$ cat config.mk
export PLATFORM = sky130hd
export DESIGN_NAME = standby_pin_state_control
export DESIGN_NICKNAME = d
export VERILOG_FILES = /design/src/shared/pin_state_pkg.sv /design/src/core/pad_cell_ctrl.sv /design/src/core/standby_pin_state_control.sv
export SDC_FILE = /design/constraint.sdc
export NUM_CORES = 1
export LEC_CHECK = 0
export ABC_CLOCK_PERIOD_IN_PS = 4600
export BUFFER_PORTS_ARGS = -buffer_cell sky130_fd_sc_hd__buf_2
export CORE_ASPECT_RATIO = 1.75
export CORE_UTILIZATION = 40
export DETAILED_ROUTE_END_ITERATION = 7
export GPL_ROUTABILITY_DRIVEN = 0
export GPL_TIMING_DRIVEN = 0
export PLACE_DENSITY = 0.67
export SYNTH_ARGS = -nofsm -noshare
export SYNTH_HDL_FRONTEND = slang
export SYNTH_SLANG_ARGS = --single-unit
$ cat constraint.sdc
create_clock -name aclk -period 4.6 [get_ports aclk]
set_input_delay 0.92 -clock aclk [delete_from_list [all_inputs] [get_ports aclk]]
set_output_delay 0.92 -clock aclk [all_outputs]
set_load 0.005 [all_outputs]
$ cat src/shared/pin_state_pkg.sv
package pin_state_pkg;

  localparam int unsigned NUM_PINS = 8;

  // Operating modes of the device as seen by the pad control.
  typedef enum logic [2:0] {
    MODE_NORMAL = 3'b000,
    MODE_SLEEP  = 3'b001,
    MODE_STOP   = 3'b010,
    MODE_WATCH  = 3'b011
  } power_mode_e;

  // Register byte offsets.
  localparam logic [7:0] OFS_CTRL      = 8'h00;
  localparam logic [7:0] OFS_PULLUP    = 8'h04;
  localparam logic [7:0] OFS_EXTINT_EN = 8'h08;
  localparam logic [7:0] OFS_CMP_EN    = 8'h0c;
  localparam logic [7:0] OFS_STATUS    = 8'h10;
  localparam logic [7:0] OFS_IRQ_STAT  = 8'h14;
  localparam logic [7:0] OFS_IRQ_MASK  = 8'h18;
  localparam logic [7:0] OFS_PIN_IN    = 8'h1c;

  // Control register field positions.
  localparam int unsigned CTRL_MODE_LSB   = 0;
  localparam int unsigned CTRL_FLOAT_BIT  = 4;
  localparam int unsigned CTRL_I2C_WK_BIT = 5;

  // Interrupt status bit positions.
  localparam int unsigned IRQ_EXTINT_BIT = 0;
  localparam int unsigned IRQ_CMP_BIT    = 1;
  localparam int unsigned IRQ_I2C_BIT    = 2;
  localparam int unsigned IRQ_BITS       = 3;

  // Reset values.
  localparam logic [5:0] CTRL_RESET     = 6'h00;
  localparam logic [7:0] PULLUP_RESET   = 8'h00;
  localparam logic [7:0] ENABLE_RESET   = 8'h00;
  localparam logic [2:0] IRQ_MASK_RESET = 3'h0;

  localparam logic [1:0] RESP_OKAY   = 2'b00;
  localparam logic [1:0] RESP_SLVERR = 2'b10;

endpackage

$ cat src/core/pad_cell_ctrl.sv
`timescale 1ns/1ps
module pad_cell_ctrl
  import pin_state_pkg::*;
(
  input  wire logic aclk,
  input  wire logic aresetn,
  input  wire logic in_reset,
  input  wire logic standby,
  input  wire logic float_sel,
  input  wire logic pullup_en,
  input  wire logic port_out,
  input  wire logic port_oe,
  input  wire logic pad_in,
  output logic      pad_out,
  output logic      pad_oe,
  output logic      pad_pullup,
  output logic      pad_ie,
  output logic      core_in,
  output logic      pin_sync
);

  logic held_out_q;
  logic held_oe_q;
  logic sync1_q;
  logic sync2_q;

  // Capture the drive state while awake so it can be frozen in standby.
  always_ff @(posedge aclk) begin
    if (!aresetn) begin
      held_out_q <= 1'b0;
      held_oe_q  <= 1'b0;
    end else if (!standby) begin
      held_out_q <= port_out;
      held_oe_q  <= port_oe;
    end
  end

  always_ff @(posedge aclk) begin
    if (!aresetn) begin
      sync1_q <= 1'b0;
      sync2_q <= 1'b0;
    end else begin
      sync1_q <= pad_in;
      sync2_q <= sync1_q;
    end
  end

  always_comb begin
    if (in_reset) begin
      pad_out = 1'b0;
      pad_oe  = 1'b0;
      pad_ie  = 1'b1;
    end else if (standby) begin
      pad_out = held_out_q;
      pad_oe  = held_oe_q & ~float_sel;
      pad_ie  = 1'b0;
    end else begin
      pad_out = port_out;
      pad_oe  = port_oe;
      pad_ie  = 1'b1;
    end
  end

  assign pad_pullup = pullup_en;
  // The interrupt detector needs the pin even while the core path is blocked.
  assign pin_sync   = sync2_q;
  // Reset and standby both keep pin activity from reaching the core.
  assign core_in = sync2_q & ~standby & ~in_reset;

endmodule

$ cat src/core/standby_pin_state_control.sv
`timescale 1ns/1ps
// Contract
// - In stop and watch modes a pin holds its last output when the float select is clear and floats when set, inputs blocked.
// - A blocked input keeps pin activity away from peripherals and port reads.
// - Floating pins keep their programmed pull-up setting.
// - During reset pins float with input buffers enabled while peripherals ignore the input.
// - A pin used as an output port takes the same standby and reset state as any other.
// - External interrupt edges still pass in standby when that interrupt is enabled.
// - Comparator inputs still reach the comparator in standby and can interrupt when enabled.
// - The comparator output keeps operating in stop and watch modes.
// - The I2C pins can wake the processor from stop or watch when the wake function is enabled.
// - These pin states apply to pins configured as general-purpose ports.
module standby_pin_state_control
  import pin_state_pkg::*;
(
  input  wire logic                aclk,
  input  wire logic                aresetn,
  input  wire logic [7:0]          s_axi_awaddr,
  input  wire logic                s_axi_awvalid,
  output logic                     s_axi_awready,
  input  wire logic [31:0]         s_axi_wdata,
  input  wire logic [3:0]          s_axi_wstrb,
  input  wire logic                s_axi_wvalid,
  output logic                     s_axi_wready,
  output logic [1:0]               s_axi_bresp,
  output logic                     s_axi_bvalid,
  input  wire logic                s_axi_bready,
  input  wire logic [7:0]          s_axi_araddr,
  input  wire logic                s_axi_arvalid,
  output logic                     s_axi_arready,
  output logic [31:0]              s_axi_rdata,
  output logic [1:0]               s_axi_rresp,
  output logic                     s_axi_rvalid,
  input  wire logic                s_axi_rready,
  input  wire logic [NUM_PINS-1:0] port_out,
  input  wire logic [NUM_PINS-1:0] port_oe,
  input  wire logic                cmp_out,
  input  wire logic                i2c_scl_out_low,
  input  wire logic                i2c_sda_out_low,
  input  wire logic [NUM_PINS-1:0] pad_in,
  output logic [NUM_PINS-1:0]      pad_out,
  output logic [NUM_PINS-1:0]      pad_oe,
  output logic [NUM_PINS-1:0]      pad_pullup,
  output logic [NUM_PINS-1:0]      pad_ie,
  input  wire logic                cmp_analog_in,
  input  wire logic                scl_in,
  output logic                     scl_out,
  output logic                     scl_oe,
  input  wire logic                sda_in,
  output logic                     sda_out,
  output logic                     sda_oe,
  output logic [NUM_PINS-1:0]      core_in,
  output logic                     cmp_result,
  output logic                     cmp_pin_out,
  output logic                     wake_req,
  output logic                     irq
);

  logic [5:0]          ctrl_q;
  logic [NUM_PINS-1:0] pullup_q;
  logic [NUM_PINS-1:0] extint_en_q;
  logic                cmp_en_q;
  logic [IRQ_BITS-1:0] irq_stat_q;
  logic [IRQ_BITS-1:0] irq_mask_q;
  logic [NUM_PINS-1:0] extint_prev_q;
  logic                cmp_s1_q;
  logic                cmp_s2_q;
  logic                cmp_prev_q;
  logic                scl_s1_q;
  logic                scl_s2_q;
  logic                sda_s1_q;
  logic                sda_s2_q;
  logic                sda_prev_q;
  logic                aw_seen_q;
  logic                w_seen_q;
  logic [7:0]          awaddr_q;
  logic [31:0]         wdata_q;
  logic                wstrb0_q;
  logic                in_reset;
  logic                standby;
  logic                float_sel;
  logic                i2c_wake_en;
  logic [NUM_PINS-1:0] ext_edge;
  logic                cmp_edge;
  logic                i2c_start;
  logic [IRQ_BITS-1:0] irq_set;
  logic [IRQ_BITS-1:0] irq_clr;
  logic                wr_go;
  logic [NUM_PINS-1:0] raw_in;
  power_mode_e         mode;

  assign mode        = power_mode_e'(ctrl_q[CTRL_MODE_LSB +: 3]);
  assign in_reset    = ~aresetn;
  assign standby     = (mode == MODE_STOP) || (mode == MODE_WATCH);
  assign float_sel   = ctrl_q[CTRL_FLOAT_BIT];
  assign i2c_wake_en = ctrl_q[CTRL_I2C_WK_BIT];

  // Every port pin uses the same cell whatever it is wired to, so output-only use changes nothing.
  for (genvar i = 0; i < NUM_PINS; i++) begin : g_pad
    pad_cell_ctrl u_pad (
      .aclk       (aclk),
      .aresetn    (aresetn),
      .in_reset   (in_reset),
      .standby    (standby),
      .float_sel  (float_sel),
      .pullup_en  (pullup_q[i]),
      .port_out   (port_out[i]),
      .port_oe    (port_oe[i]),
      .pad_in     (pad_in[i]),
      .pad_out    (pad_out[i]),
      .pad_oe     (pad_oe[i]),
      .pad_pullup (pad_pullup[i]),
      .pad_ie     (pad_ie[i]),
      .core_in    (core_in[i]),
      .pin_sync   (raw_in[i])
    );
  end

  // External interrupt path bypasses the blocked gate; it reads the raw synchronised pin.
  always_ff @(posedge aclk) begin
    if (!aresetn) begin
      extint_prev_q <= '0;
    end else begin
      extint_prev_q <= raw_in;
    end
  end

  assign ext_edge = (raw_in ^ extint_prev_q) & extint_en_q;

  // Comparator sees the analog pin regardless of standby blocking.
  always_ff @(posedge aclk) begin
    if (!aresetn) begin
      cmp_s1_q   <= 1'b0;
      cmp_s2_q   <= 1'b0;
      cmp_prev_q <= 1'b0;
    end else begin
      cmp_s1_q   <= cmp_analog_in;
      cmp_s2_q   <= cmp_s1_q;
      cmp_prev_q <= cmp_s2_q;
    end
  end

  assign cmp_result  = cmp_s2_q & ~in_reset;
  assign cmp_edge    = cmp_en_q & (cmp_s2_q ^ cmp_prev_q);
  assign cmp_pin_out = in_reset ? 1'b0 : cmp_out;

  // I2C pins: open drain, wake on a start condition (SDA falls while SCL high).
  always_ff @(posedge aclk) begin
    if (!aresetn) begin
      scl_s1_q   <= 1'b1;
      scl_s2_q   <= 1'b1;
      sda_s1_q   <= 1'b1;
      sda_s2_q   <= 1'b1;
      sda_prev_q <= 1'b1;
    end else begin
      scl_s1_q   <= scl_in;
      scl_s2_q   <= scl_s1_q;
      sda_s1_q   <= sda_in;
      sda_s2_q   <= sda_s1_q;
      sda_prev_q <= sda_s2_q;
    end
  end

  assign i2c_start = standby & i2c_wake_en & scl_s2_q & sda_prev_q & ~sda_s2_q;
  assign scl_out   = 1'b0;
  assign sda_out   = 1'b0;
  assign scl_oe    = ~in_reset & ~standby & i2c_scl_out_low;
  assign sda_oe    = ~in_reset & ~standby & i2c_sda_out_low;

  assign wake_req = standby & ((|ext_edge) | cmp_edge | i2c_start);

  // Interrupt status: set wins over a write-one-to-clear in the same cycle.
  assign irq_set = {i2c_start, cmp_edge, |ext_edge};
  assign irq_clr = (wr_go && awaddr_q == OFS_IRQ_STAT && wstrb0_q) ? wdata_q[IRQ_BITS-1:0] : '0;

  always_ff @(posedge aclk) begin
    if (!aresetn) begin
      irq_stat_q <= '0;
    end else begin
      irq_stat_q <= (irq_stat_q & ~irq_clr) | irq_set;
    end
  end

  assign irq = |(irq_stat_q & irq_mask_q);

  // AXI4-Lite write: address and data in either order, response after both.
  assign s_axi_awready = ~aw_seen_q & ~s_axi_bvalid;
  assign s_axi_wready  = ~w_seen_q & ~s_axi_bvalid;
  assign wr_go         = aw_seen_q & w_seen_q & ~s_axi_bvalid;

  always_ff @(posedge aclk) begin
    if (!aresetn) begin
      aw_seen_q    <= 1'b0;
      w_seen_q     <= 1'b0;
      awaddr_q     <= 8'h00;
      wdata_q      <= 32'h0000_0000;
      wstrb0_q     <= 1'b0;
      s_axi_bvalid <= 1'b0;
      s_axi_bresp  <= RESP_OKAY;
    end else begin
      if (s_axi_awvalid && s_axi_awready) begin
        aw_seen_q <= 1'b1;
        awaddr_q  <= s_axi_awaddr;
      end
      if (s_axi_wvalid && s_axi_wready) begin
        w_seen_q <= 1'b1;
        wdata_q  <= s_axi_wdata;
        wstrb0_q <= s_axi_wstrb[0];
      end
      if (wr_go) begin
        aw_seen_q    <= 1'b0;
        w_seen_q     <= 1'b0;
        s_axi_bvalid <= 1'b1;
        if (awaddr_q == OFS_CTRL || awaddr_q == OFS_PULLUP || awaddr_q == OFS_EXTINT_EN ||
            awaddr_q == OFS_CMP_EN || awaddr_q == OFS_IRQ_STAT || awaddr_q == OFS_IRQ_MASK) begin
          s_axi_bresp <= RESP_OKAY;
        end else begin
          s_axi_bresp <= RESP_SLVERR;
        end
      end else if (s_axi_bvalid && s_axi_bready) begin
        s_axi_bvalid <= 1'b0;
      end
    end
  end

  always_ff @(posedge aclk) begin
    if (!aresetn) begin
      ctrl_q      <= CTRL_RESET;
      pullup_q    <= PULLUP_RESET;
      extint_en_q <= ENABLE_RESET;
      cmp_en_q    <= 1'b0;
      irq_mask_q  <= IRQ_MASK_RESET;
    end else if (wr_go && wstrb0_q) begin
      if (awaddr_q == OFS_CTRL) begin
        ctrl_q <= wdata_q[5:0];
      end else if (awaddr_q == OFS_PULLUP) begin
        pullup_q <= wdata_q[7:0];
      end else if (awaddr_q == OFS_EXTINT_EN) begin
        extint_en_q <= wdata_q[7:0];
      end else if (awaddr_q == OFS_CMP_EN) begin
        cmp_en_q <= wdata_q[0];
      end else if (awaddr_q == OFS_IRQ_MASK) begin
        irq_mask_q <= wdata_q[IRQ_BITS-1:0];
      end
    end
  end

  // AXI4-Lite read: one cycle after the address is taken.
  assign s_axi_arready = ~s_axi_rvalid;

  always_ff @(posedge aclk) begin
    if (!aresetn) begin
      s_axi_rvalid <= 1'b0;
      s_axi_rdata  <= 32'h0000_0000;
      s_axi_rresp  <= RESP_OKAY;
    end else if (s_axi_arvalid && s_axi_arready) begin
      s_axi_rvalid <= 1'b1;
      s_axi_rresp  <= RESP_OKAY;
      if (s_axi_araddr == OFS_CTRL) begin
        s_axi_rdata <= {26'h0, ctrl_q};
      end else if (s_axi_araddr == OFS_PULLUP) begin
        s_axi_rdata <= {24'h0, pullup_q};
      end else if (s_axi_araddr == OFS_EXTINT_EN) begin
        s_axi_rdata <= {24'h0, extint_en_q};
      end else if (s_axi_araddr == OFS_CMP_EN) begin
        s_axi_rdata <= {31'h0, cmp_en_q};
      end else if (s_axi_araddr == OFS_STATUS) begin
        s_axi_rdata <= {30'h0, cmp_result, standby};
      end else if (s_axi_araddr == OFS_IRQ_STAT) begin
        s_axi_rdata <= {29'h0, irq_stat_q};
      end else if (s_axi_araddr == OFS_IRQ_MASK) begin
        s_axi_rdata <= {29'h0, irq_mask_q};
      end else if (s_axi_araddr == OFS_PIN_IN) begin
        s_axi_rdata <= {24'h0, core_in};
      end else begin
        s_axi_rdata <= 32'h0000_0000;
        s_axi_rresp <= RESP_SLVERR;
      end
    end else if (s_axi_rvalid && s_axi_rready) begin
      s_axi_rvalid <= 1'b0;
    end
  end

endmodule

Word level (Yosys, flattened, before mapping):

Cells that the tools add are included.

* reduce and logical (&&, ||, !) cells: 26
* equal/unequal tests: 14
* bitwise operators: 59
* mux-type cells: 57

Operator list (count)
* 8-bit 2-to-1 mux: 8
* 8-bit by 5-bit == test with 1-bit output, second input constant: 6
* 1-bit 2-to-1 mux: 39
* 1-bit bitwise AND: 38
* 8-bit by 4-bit == test with 1-bit output, second input constant: 4
* 2-bit 2-to-1 mux: 9
* 8-bit by 3-bit == test with 1-bit output, second input constant: 2
* 8-bit zero test: 2
* 1-bit inverter: 12
* 8-bit bitwise AND: 1
* 1-bit logical AND: 8
* 8-bit OR reduction: 1
* 8-bit XOR: 1
* 3-bit bitwise AND: 2
* 3-bit by 2-bit == test with 1-bit output, second input constant: 2
* 1-bit logical OR: 6
* 6-bit AND reduction: 1
* 5-bit AND reduction: 1
* 4-bit AND reduction: 1
* 2-bit nonzero test: 2
* 3-bit 2-to-1 mux: 1
* 3-bit inverter: 1
* 3-bit OR: 1
* 3-bit AND reduction: 1
* other kinds (5): 6

* logic and storage cells: 213
* register bits: 134
* bits of input ports: 89

Logic depth before layout (Yosys ltp):

Gate-level depths: netlist of the first run.

* word-level depth: 13
* depth in mapped cells: 7

Hierarchy:

Synthesis of the first run repeated with hierarchy kept, for this count alone.

* cell total of the unflattened synthesis: 538
* area, all modules: 4757.1 µm²

By module, submodules not included
* standby_pin_state_control: cells an instance 402, times used 1, area an instance 3435.8 µm²
* pad_cell_ctrl: cells an instance 17, times used 8, area an instance 165.2 µm²

Worst setup path before layout of the first run:

Ideal clock, no wire load.

* path type: in2out
* start point: input aresetn
* end point: output pad_ie[0]
* stages on the path: 4
* buffers on the path: 3
* path slack: 1.929 ns
* arrival time: 1.751 ns
* path through: clkbuf_1 clkbuf_1 nand2_1 buf_4

* cells in the longest elaborated chain, start to end: 1

RTL lines
* from (decl): RTL line standby_pin_state_control.sv:17 `input wire logic aresetn,`
* 1-bit 2-to-1 mux: RTL line pad_cell_ctrl.sv:49 `if (in_reset) begin`
* to (decl): RTL line standby_pin_state_control.sv:44 `output logic [NUM_PINS-1:0] pad_ie,`

Every way passes these cells.

Worst setup path after layout of the first run:

* start point: register ctrl_q[2]
* end point: output pad_out[5]

* cells in the longest elaborated chain, start to end: 4
* elaborated cells between the ends (all ways): 5
* classes of those cells: 2 x eq/ne; 2 x mux; 1 x reduce/logical

RTL lines
* from (decl): RTL line standby_pin_state_control.sv:59 `logic [5:0] ctrl_q;`
* from (signal assigned): RTL line standby_pin_state_control.sv:235 `ctrl_q <= wdata_q[5:0];`
* 3-bit by 2-bit == test with 1-bit output: RTL line standby_pin_state_control.sv:94 `assign standby = (mode == MODE_STOP) || (mode == MODE_WATCH);`
* 1-bit logical OR *: RTL line standby_pin_state_control.sv:94
* 1-bit 2-to-1 mux *: RTL line pad_cell_ctrl.sv:53 `end else if (standby) begin`
* 1-bit 2-to-1 mux *: RTL line pad_cell_ctrl.sv:49
* to (decl): RTL line standby_pin_state_control.sv:41 `output logic [NUM_PINS-1:0] pad_out,`

Mark *: on every way between the ends. The rest lies on a longest branch, timed or not.

==> results of run 1 <==
-- cells in the mapped netlist (all sizes together), types with 9 or more instances --
| library cell | count |
|---|---|
| dfxtp | 108 |
| and2 | 32 |
| xor2 | 9 |
| nand3 | 18 |
| mux2i | 21 |
| nor2 | 53 |
| a21oi | 26 |
| buf | 78 |
| a21boi | 11 |
| nand2 | 49 |
| o21ai | 20 |
| a31o | 11 |
| clkbuf | 26 |
| nand2b | 11 |
| and3 | 10 |
| a211oi | 13 |
-- cells in the final DEF (no fill, tap or decap), types with 4 or more instances in the layout --
master,Yosys,final
buf_2,2,123
nand3_1,18,18
buf_1,6,6
nor2_1,53,53
a31o_2,9,9
buf_4,68,68
mux2i_1,21,21
xor2_1,9,9
o21ai_1,5,5
o21a_1,4,4
dfxtp_1,108,108
a22oi_1,7,7
nand2_1,49,49
conb_1,1,28
and3_1,10,10
nor3_1,8,8
inv_1,4,4
a21boi_0,11,11
clkbuf_1,25,25
and2_1,32,32
a21oi_1,26,26
clkbuf_16,0,9
nor2b_1,8,8
o21ai_0,15,15
a211oi_1,13,13
nand2b_1,11,11
-- power by group --
part | switching (mW) | internal [mW] | total, mW
Combinational | 0.107 | 0.102 | 0.210
Clock | 0.373 | 0.381 | 0.754
Sequential | 0.0205 | 0.968 | 0.988
-- flip-flops by register name (all words and copies together) (netlist names), 3 cells and up --
name / cells
s_axi_rdata: 8
extint_prev_q: 8
g_pad.u_pad.held_oe_q: 8
g_pad.u_pad.pin_sync: 8
ctrl_q: 6
g_pad.u_pad.sync1_q: 8
awaddr_q: 8
pullup_q: 8
irq_stat_q: 3
extint_en_q: 8
wdata_q: 8
g_pad.u_pad.held_out_q: 8
irq_mask_q: 3
-- routing by layer --
metal	GRT usage, %	part of all wire (%)	wire [um]	vias to the layer above
li1	-	-	-	2128
met1	21.35	38	4918	2007
met2	36.80	54	6925	131
met3	3.607	4.1	531	25
met4	9.583	3.4	438	0
met5	0	0	0	-
-- per-stage QoR --
stage / std cells / utilization, % / hold slack [ns]
6_report: 860 / 50.78 / 0.4171
5_1_grt: 860 / 50.78 / 0.4447
4_1_cts: 860 / 50.78 / 0.4192
3_5_place_dp: 844 / 48.31 / 0.4015
3_3_place_gp: 844 / 48.31 / 0.4006
2_1_floorplan: 586 / - / 0.3863
-- final cells by class --
type | instances | area (um2)
repair buffers | 121 | 605.6
clock buffers | 9 | 225.2
plain buffers | 104 | 664.4
multi-input cells | 369 | 2145
inverters | 5 | 18.77
clock inverters | 7 | 68.82
fillers | 1161 | 5876
well taps | 137 | 171.4
flip-flops and latches | 108 | 2162
-- how the worst min path moves through the flow --
stage	from	endpoint	slack (ns)	cells after the start
2_1_floorplan	scl_s1_q	scl_s2_q	0.39	1
3_3_place_gp	sda_s1_q	sda_s2_q	0.40	1
3_5_place_dp	scl_s1_q	scl_s2_q	0.40	1
4_1_cts	scl_s1_q	scl_s2_q	0.42	1
5_1_grt	scl_s1_q	scl_s2_q	0.44	1
6_report	scl_s1_q	scl_s2_q	0.42	1
-- critical path: cells and delay by family (launching register included) --
| kind | cells | cell delay (ns) |
|---|---|---|
| AOI/OAI and AO/OA | 1 | 0.20 |
| buffers and inverters | 5 | 1.62 |
| DFF | 1 | 0.39 |
| and+or+nand+nor | 2 | 0.24 |
-- logic make-up (layout without fill, tap and decap cells) --
family                    count (synthesis)  count (layout)
AOI/OAI and AO/OA                       107             107
xor gates and xnor gates                 10              10
buffers and inverters                   109             246
DFF                                     108             108
muxes                                    22              22
other                                     1              28
and+or+nand+nor                         202             202
==> results.json, run 1 <==
{
  "status": "finished clean",
  "remaining_drc_errors": 0,
  "die_area_mm2": 0.01268,
  "peakVddDrop_mv": 0.1852,
  "ys.flop_type": "dfxtp_1",
  "synth_warnings": 0,
  "drt-initial-drc-count": 259,
  "clkSlewWorstSetupHoldPaths_ns": 0.08,
  "gr-total-overflow": 0,
  "fp.dieH_um": 148.2,
  "final_area_mm2": 0.006061,
  "place_ws_ns": 1.171,
  "cap_violations": 0,
  "cts-resized-gates": 0,
  "antenna_left": 0,
  "max_stage_delay_ns": 0.54,
  "power.leakage_nw": 2.835,
  "power_mw": 1.952,
  "relSlewSlack_pct": 55.80,
  "start_util_pct": 40.95,
  "htreeDepth": 3,
  "drt-pass1-iter-count": 5,
  "cp-endpoint": "pad_out[5]",
  "clock_skew_ns": 0.009571,
  "r2r_setup_slack_ns": 2.05,
  "max_freq_mhz": 268.8,
  "grt_pass1_vias": 3897,
  "cts_root_buf": "clkbuf_16",
  "synthAdderAreaFrac_pct": 0,
  "arrival_ns": 2.80,
  "muxShareOfSynthArea_pct": 4.530,
  "post-cts-setup-buffer-count": 0,
  "crit_path_top_delay_cell": "clkbuf_1",
  "vias": 4291,
  "fin_crit_ns": 3.721,
  "worstReg2RegStart": "awaddr_q[1]",
  "synthArstFlopShare_pct": 0,
  "setup_viol": 0,
  "clock-sinks": 108,
  "dp_hpwl_um": 10010,
  "seq_area_frac_synth_pct": 44.23,
  "synth-simple-area-share_pct": 20.68,
  "rsz0062_at_grt": "false",
  "critical_path_class": "reg2out",
  "startpoint_type": "flop",
  "ys_types": 51,
  "design.core.area_mm2": 0.01194,
  "cts-root-to-sink-buffers": 2,
  "grt_pass1_wl_um": 19420,
  "fin_nets": 807,
  "cts_tree": "done",
  "fin_setup_tns_ns": 0,
  "path_common_cell": "clkbuf_1",
  "port_buffers": 121,
  "r2r_end": "pullup_q[2]",
  "die_width_um": 85.57,
  "synthTopCellsByArea": "dfxtp_1 (44%), buf_4 (10%), mux2i_1 (4.3%)",
  "syn_area_mm2": 0.004888,
  "wirelength_um": 12810,
  "synth_compound_area_share_pct": 14.72,
  "end_kind": "primary output",
  "worst_slew_pin_slew_ns": 0.6630,
  "powerDensity_mw_per_mm2": 322.0,
  "post_dp_cell_area_mm2": 0.005767,
  "worstPathMaxFanout": 10,
  "cp_cell_sequence": "nand2b_1 > clkbuf_1 > clkbuf_1 > clkbuf_1 > nand2_1 > a21oi_1 > buf_4 > buf_2",
  "cp.required_ns": 3.68,
  "synth_edf_count": 0,
  "antenna_found_initial": 0,
  "wl_per_cell_um": 14.90,
  "period_share_pct": 80.89,
  "crit_start": "ctrl_q[2]",
  "synth_top_family_by_area": "simple AND/OR/NAND/NOR gates",
  "maxSlewViolCount": 0,
  "rows": 53,
  "ios": 178,
  "diodes": 0,
  "netlist_instances": 559,
  "finalHoldViolCount": 0,
  "drive_gt1_share_pct": 30.98,
  "cts_buffers": 9,
  "grt_usage_pct": 19.88,
  "clk_latency_ns": 0.35,
  "viasPerCell": 4.990,
  "hold_path_class": "reg2reg",
  "ctsHoldBuffers": 0,
  "synth_top_cell_area_share_pct": 44.23,
  "synth.largest_area_cell": "dfxtp_1",
  "r2r_cells": 7,
  "area_delta_synth_final_pct": 23.98,
  "fin_ws_ns": 0.8793,
  "ys_seq_elements": 108,
  "synthXorXnorAreaFrac_pct": 1.792,
  "avgSynthCellArea_um2": 8.745,
  "grt_max_degree": 21
}
Power figures use the tool's default switching activity.
==> inputs of run 2 (changes only) <==
--- a/config.mk
+++ b/config.mk
@@ -5,7 +5,7 @@
 export SDC_FILE = /design/constraint.sdc
 export NUM_CORES = 1
 export LEC_CHECK = 0
-export ABC_CLOCK_PERIOD_IN_PS = 4600
+export ABC_CLOCK_PERIOD_IN_PS = 3700
 export BUFFER_PORTS_ARGS = -buffer_cell sky130_fd_sc_hd__buf_2
 export CORE_ASPECT_RATIO = 1.75
 export CORE_UTILIZATION = 40
==> constraint.sdc (replaced) <==
create_clock -name aclk -period 3.7 [get_ports aclk]
set_input_delay 0.74 -clock aclk [delete_from_list [all_inputs] [get_ports aclk]]
set_output_delay 0.74 -clock aclk [all_outputs]
set_load 0.005 [all_outputs]
==> results.json, run 2 (synthesized netlist as in run 1, its figures left out) <==
{
  "status": "finished clean",
  "post_dp_cell_area_mm2": 0.005767,
  "remaining_drc_errors": 0,
  "htreeDepth": 3,
  "rsz0062_at_grt": "false",
  "area_delta_synth_final_pct": 24.01,
  "final_area_mm2": 0.006062,
  "clkSlewWorstSetupHoldPaths_ns": 0.08,
  "grt_usage_pct": 19.88,
  "powerDensity_mw_per_mm2": 399.9,
  "relSlewSlack_pct": 55.87,
  "ctsHoldBuffers": 0,
  "vias": 4270,
  "post-cts-setup-buffer-count": 0,
  "fp.dieH_um": 148.2,
  "diodes": 0,
  "cts-root-to-sink-buffers": 2,
  "fin_crit_ns": 3.366,
  "arrival_ns": 2.63,
  "worstPathMaxFanout": 10,
  "antenna_found_initial": 0,
  "cts-resized-gates": 0,
  "cts_tree": "done",
  "mostFrequentLayoutCells": "buf_2 (123), dfxtp_1 (108), buf_4 (68), nor2_1 (53), nand2_1 (49)",
  "gr-total-overflow": 0,
  "dp_hpwl_um": 10010,
  "max_freq_mhz": 297.1,
  "clk_latency_ns": 0.35,
  "start_util_pct": 40.95,
  "clock_skew_ns": 0.01050,
  "fin_nets": 807,
  "drt-initial-drc-count": 256,
  "port_buffers": 121,
  "ios": 178,
  "wl_per_cell_um": 14.89,
  "peakVddDrop_mv": 0.2303,
  "clock-sinks": 108,
  "wirelength_um": 12800,
  "hold_path_class": "reg2reg",
  "drive_gt1_share_pct": 31.12,
  "viasPerCell": 4.965,
  "antenna_left": 0,
  "die_area_mm2": 0.01268,
  "power.leakage_nw": 2.838,
  "cap_violations": 0,
  "critical_path_class": "reg2out",
  "end_kind": "primary output",
  "grt_pass1_vias": 3897,
  "period_share_pct": 90.97,
  "final_common_cell": "buf_2",
  "finalHoldViolCount": 0,
  "cts_root_buf": "clkbuf_16",
  "maxSlewViolCount": 0,
  "die_width_um": 85.57,
  "grt_max_degree": 21,
  "startpoint_type": "flop",
  "drt-pass1-iter-count": 4,
  "fin_setup_tns_ns": 0,
  "setup_viol": 0,
  "design.core.area_mm2": 0.01194,
  "rows": 53,
  "fill_cells": 1161,
  "cts_buffers": 9,
  "worst_slew_pin_slew_ns": 0.6619,
  "grt_pass1_wl_um": 19420,
  "cp.required_ns": 2.96,
  "fin_hold_ws_ns": 0.4171
}
run 2: cell counts in the layout (fill, tap and decap cells not counted):
Identical to the previous run, type by type.
run 2: where the power goes:
part	leakage (nW)	total, mW	internal (mW)	switching (mW)
clock	0.143	0.935	0.474	0.460
combinational	1.81	0.261	0.127	0.133
sequential	0.884	1.23	1.20	0.0256
total	2.84	2.42	1.81	0.619
run 2: area by class of cell:
class	instances	area, um2	area share (%)
Clock inverter	7	68.82	1.135
Clock buffer	9	225.2	3.715
Buffer	104	665.6	10.98
Inverter	5	18.77	0.3096
Timing Repair Buffer	121	605.6	9.990
Tap cell	137	171.4	2.828
Sequential cell	108	2162	35.67
Multi-Input combinational cell	369	2145	35.38
run 2: worst max-delay path, cell delays in order, from the launching register on:
cell and delay [ns]:
dfxtp_1 0.39, nand2b_1 0.14, clkbuf_1 0.45, clkbuf_2 0.39, clkbuf_1 0.38, nand2_1 0.10
a21oi_1 0.20, buf_4 0.14, buf_2 0.10
run 2: metrics by stage:
stage	cells	total power, mW	worst slack [ns]	util, %
after floorplan	586	1.419	1.274	-
after global placement	844	1.507	0.5884	48.31
after detailed placement	844	1.515	0.5439	48.31
after CTS	860	2.448	0.1572	50.78
after global routing	860	2.527	0.1210	50.79
final	860	2.424	0.3342	50.79
run 2: final timing paths:
path                                   from           to  slack (ns)  cells after the start
worst max-delay path              ctrl_q[2]   pad_out[5]        0.33                      8
worst min-delay path               scl_s1_q     scl_s2_q        0.42                      1
worst max register to register  awaddr_q[1]  pullup_q[2]        1.15                      7
worst min register to register     scl_s1_q     scl_s2_q        0.42                      1
run 2: layer usage:
| layer | wire length [um] | share of wire [%] | track usage, % |
|---|---|---|---|
| met4 | 389 | 3.0 | 9.583 |
| met2 | 6959 | 54 | 36.80 |
| met1 | 4951 | 39 | 21.35 |
| met5 | 0 | 0 | 0 |
| met3 | 502 | 3.9 | 3.607 |
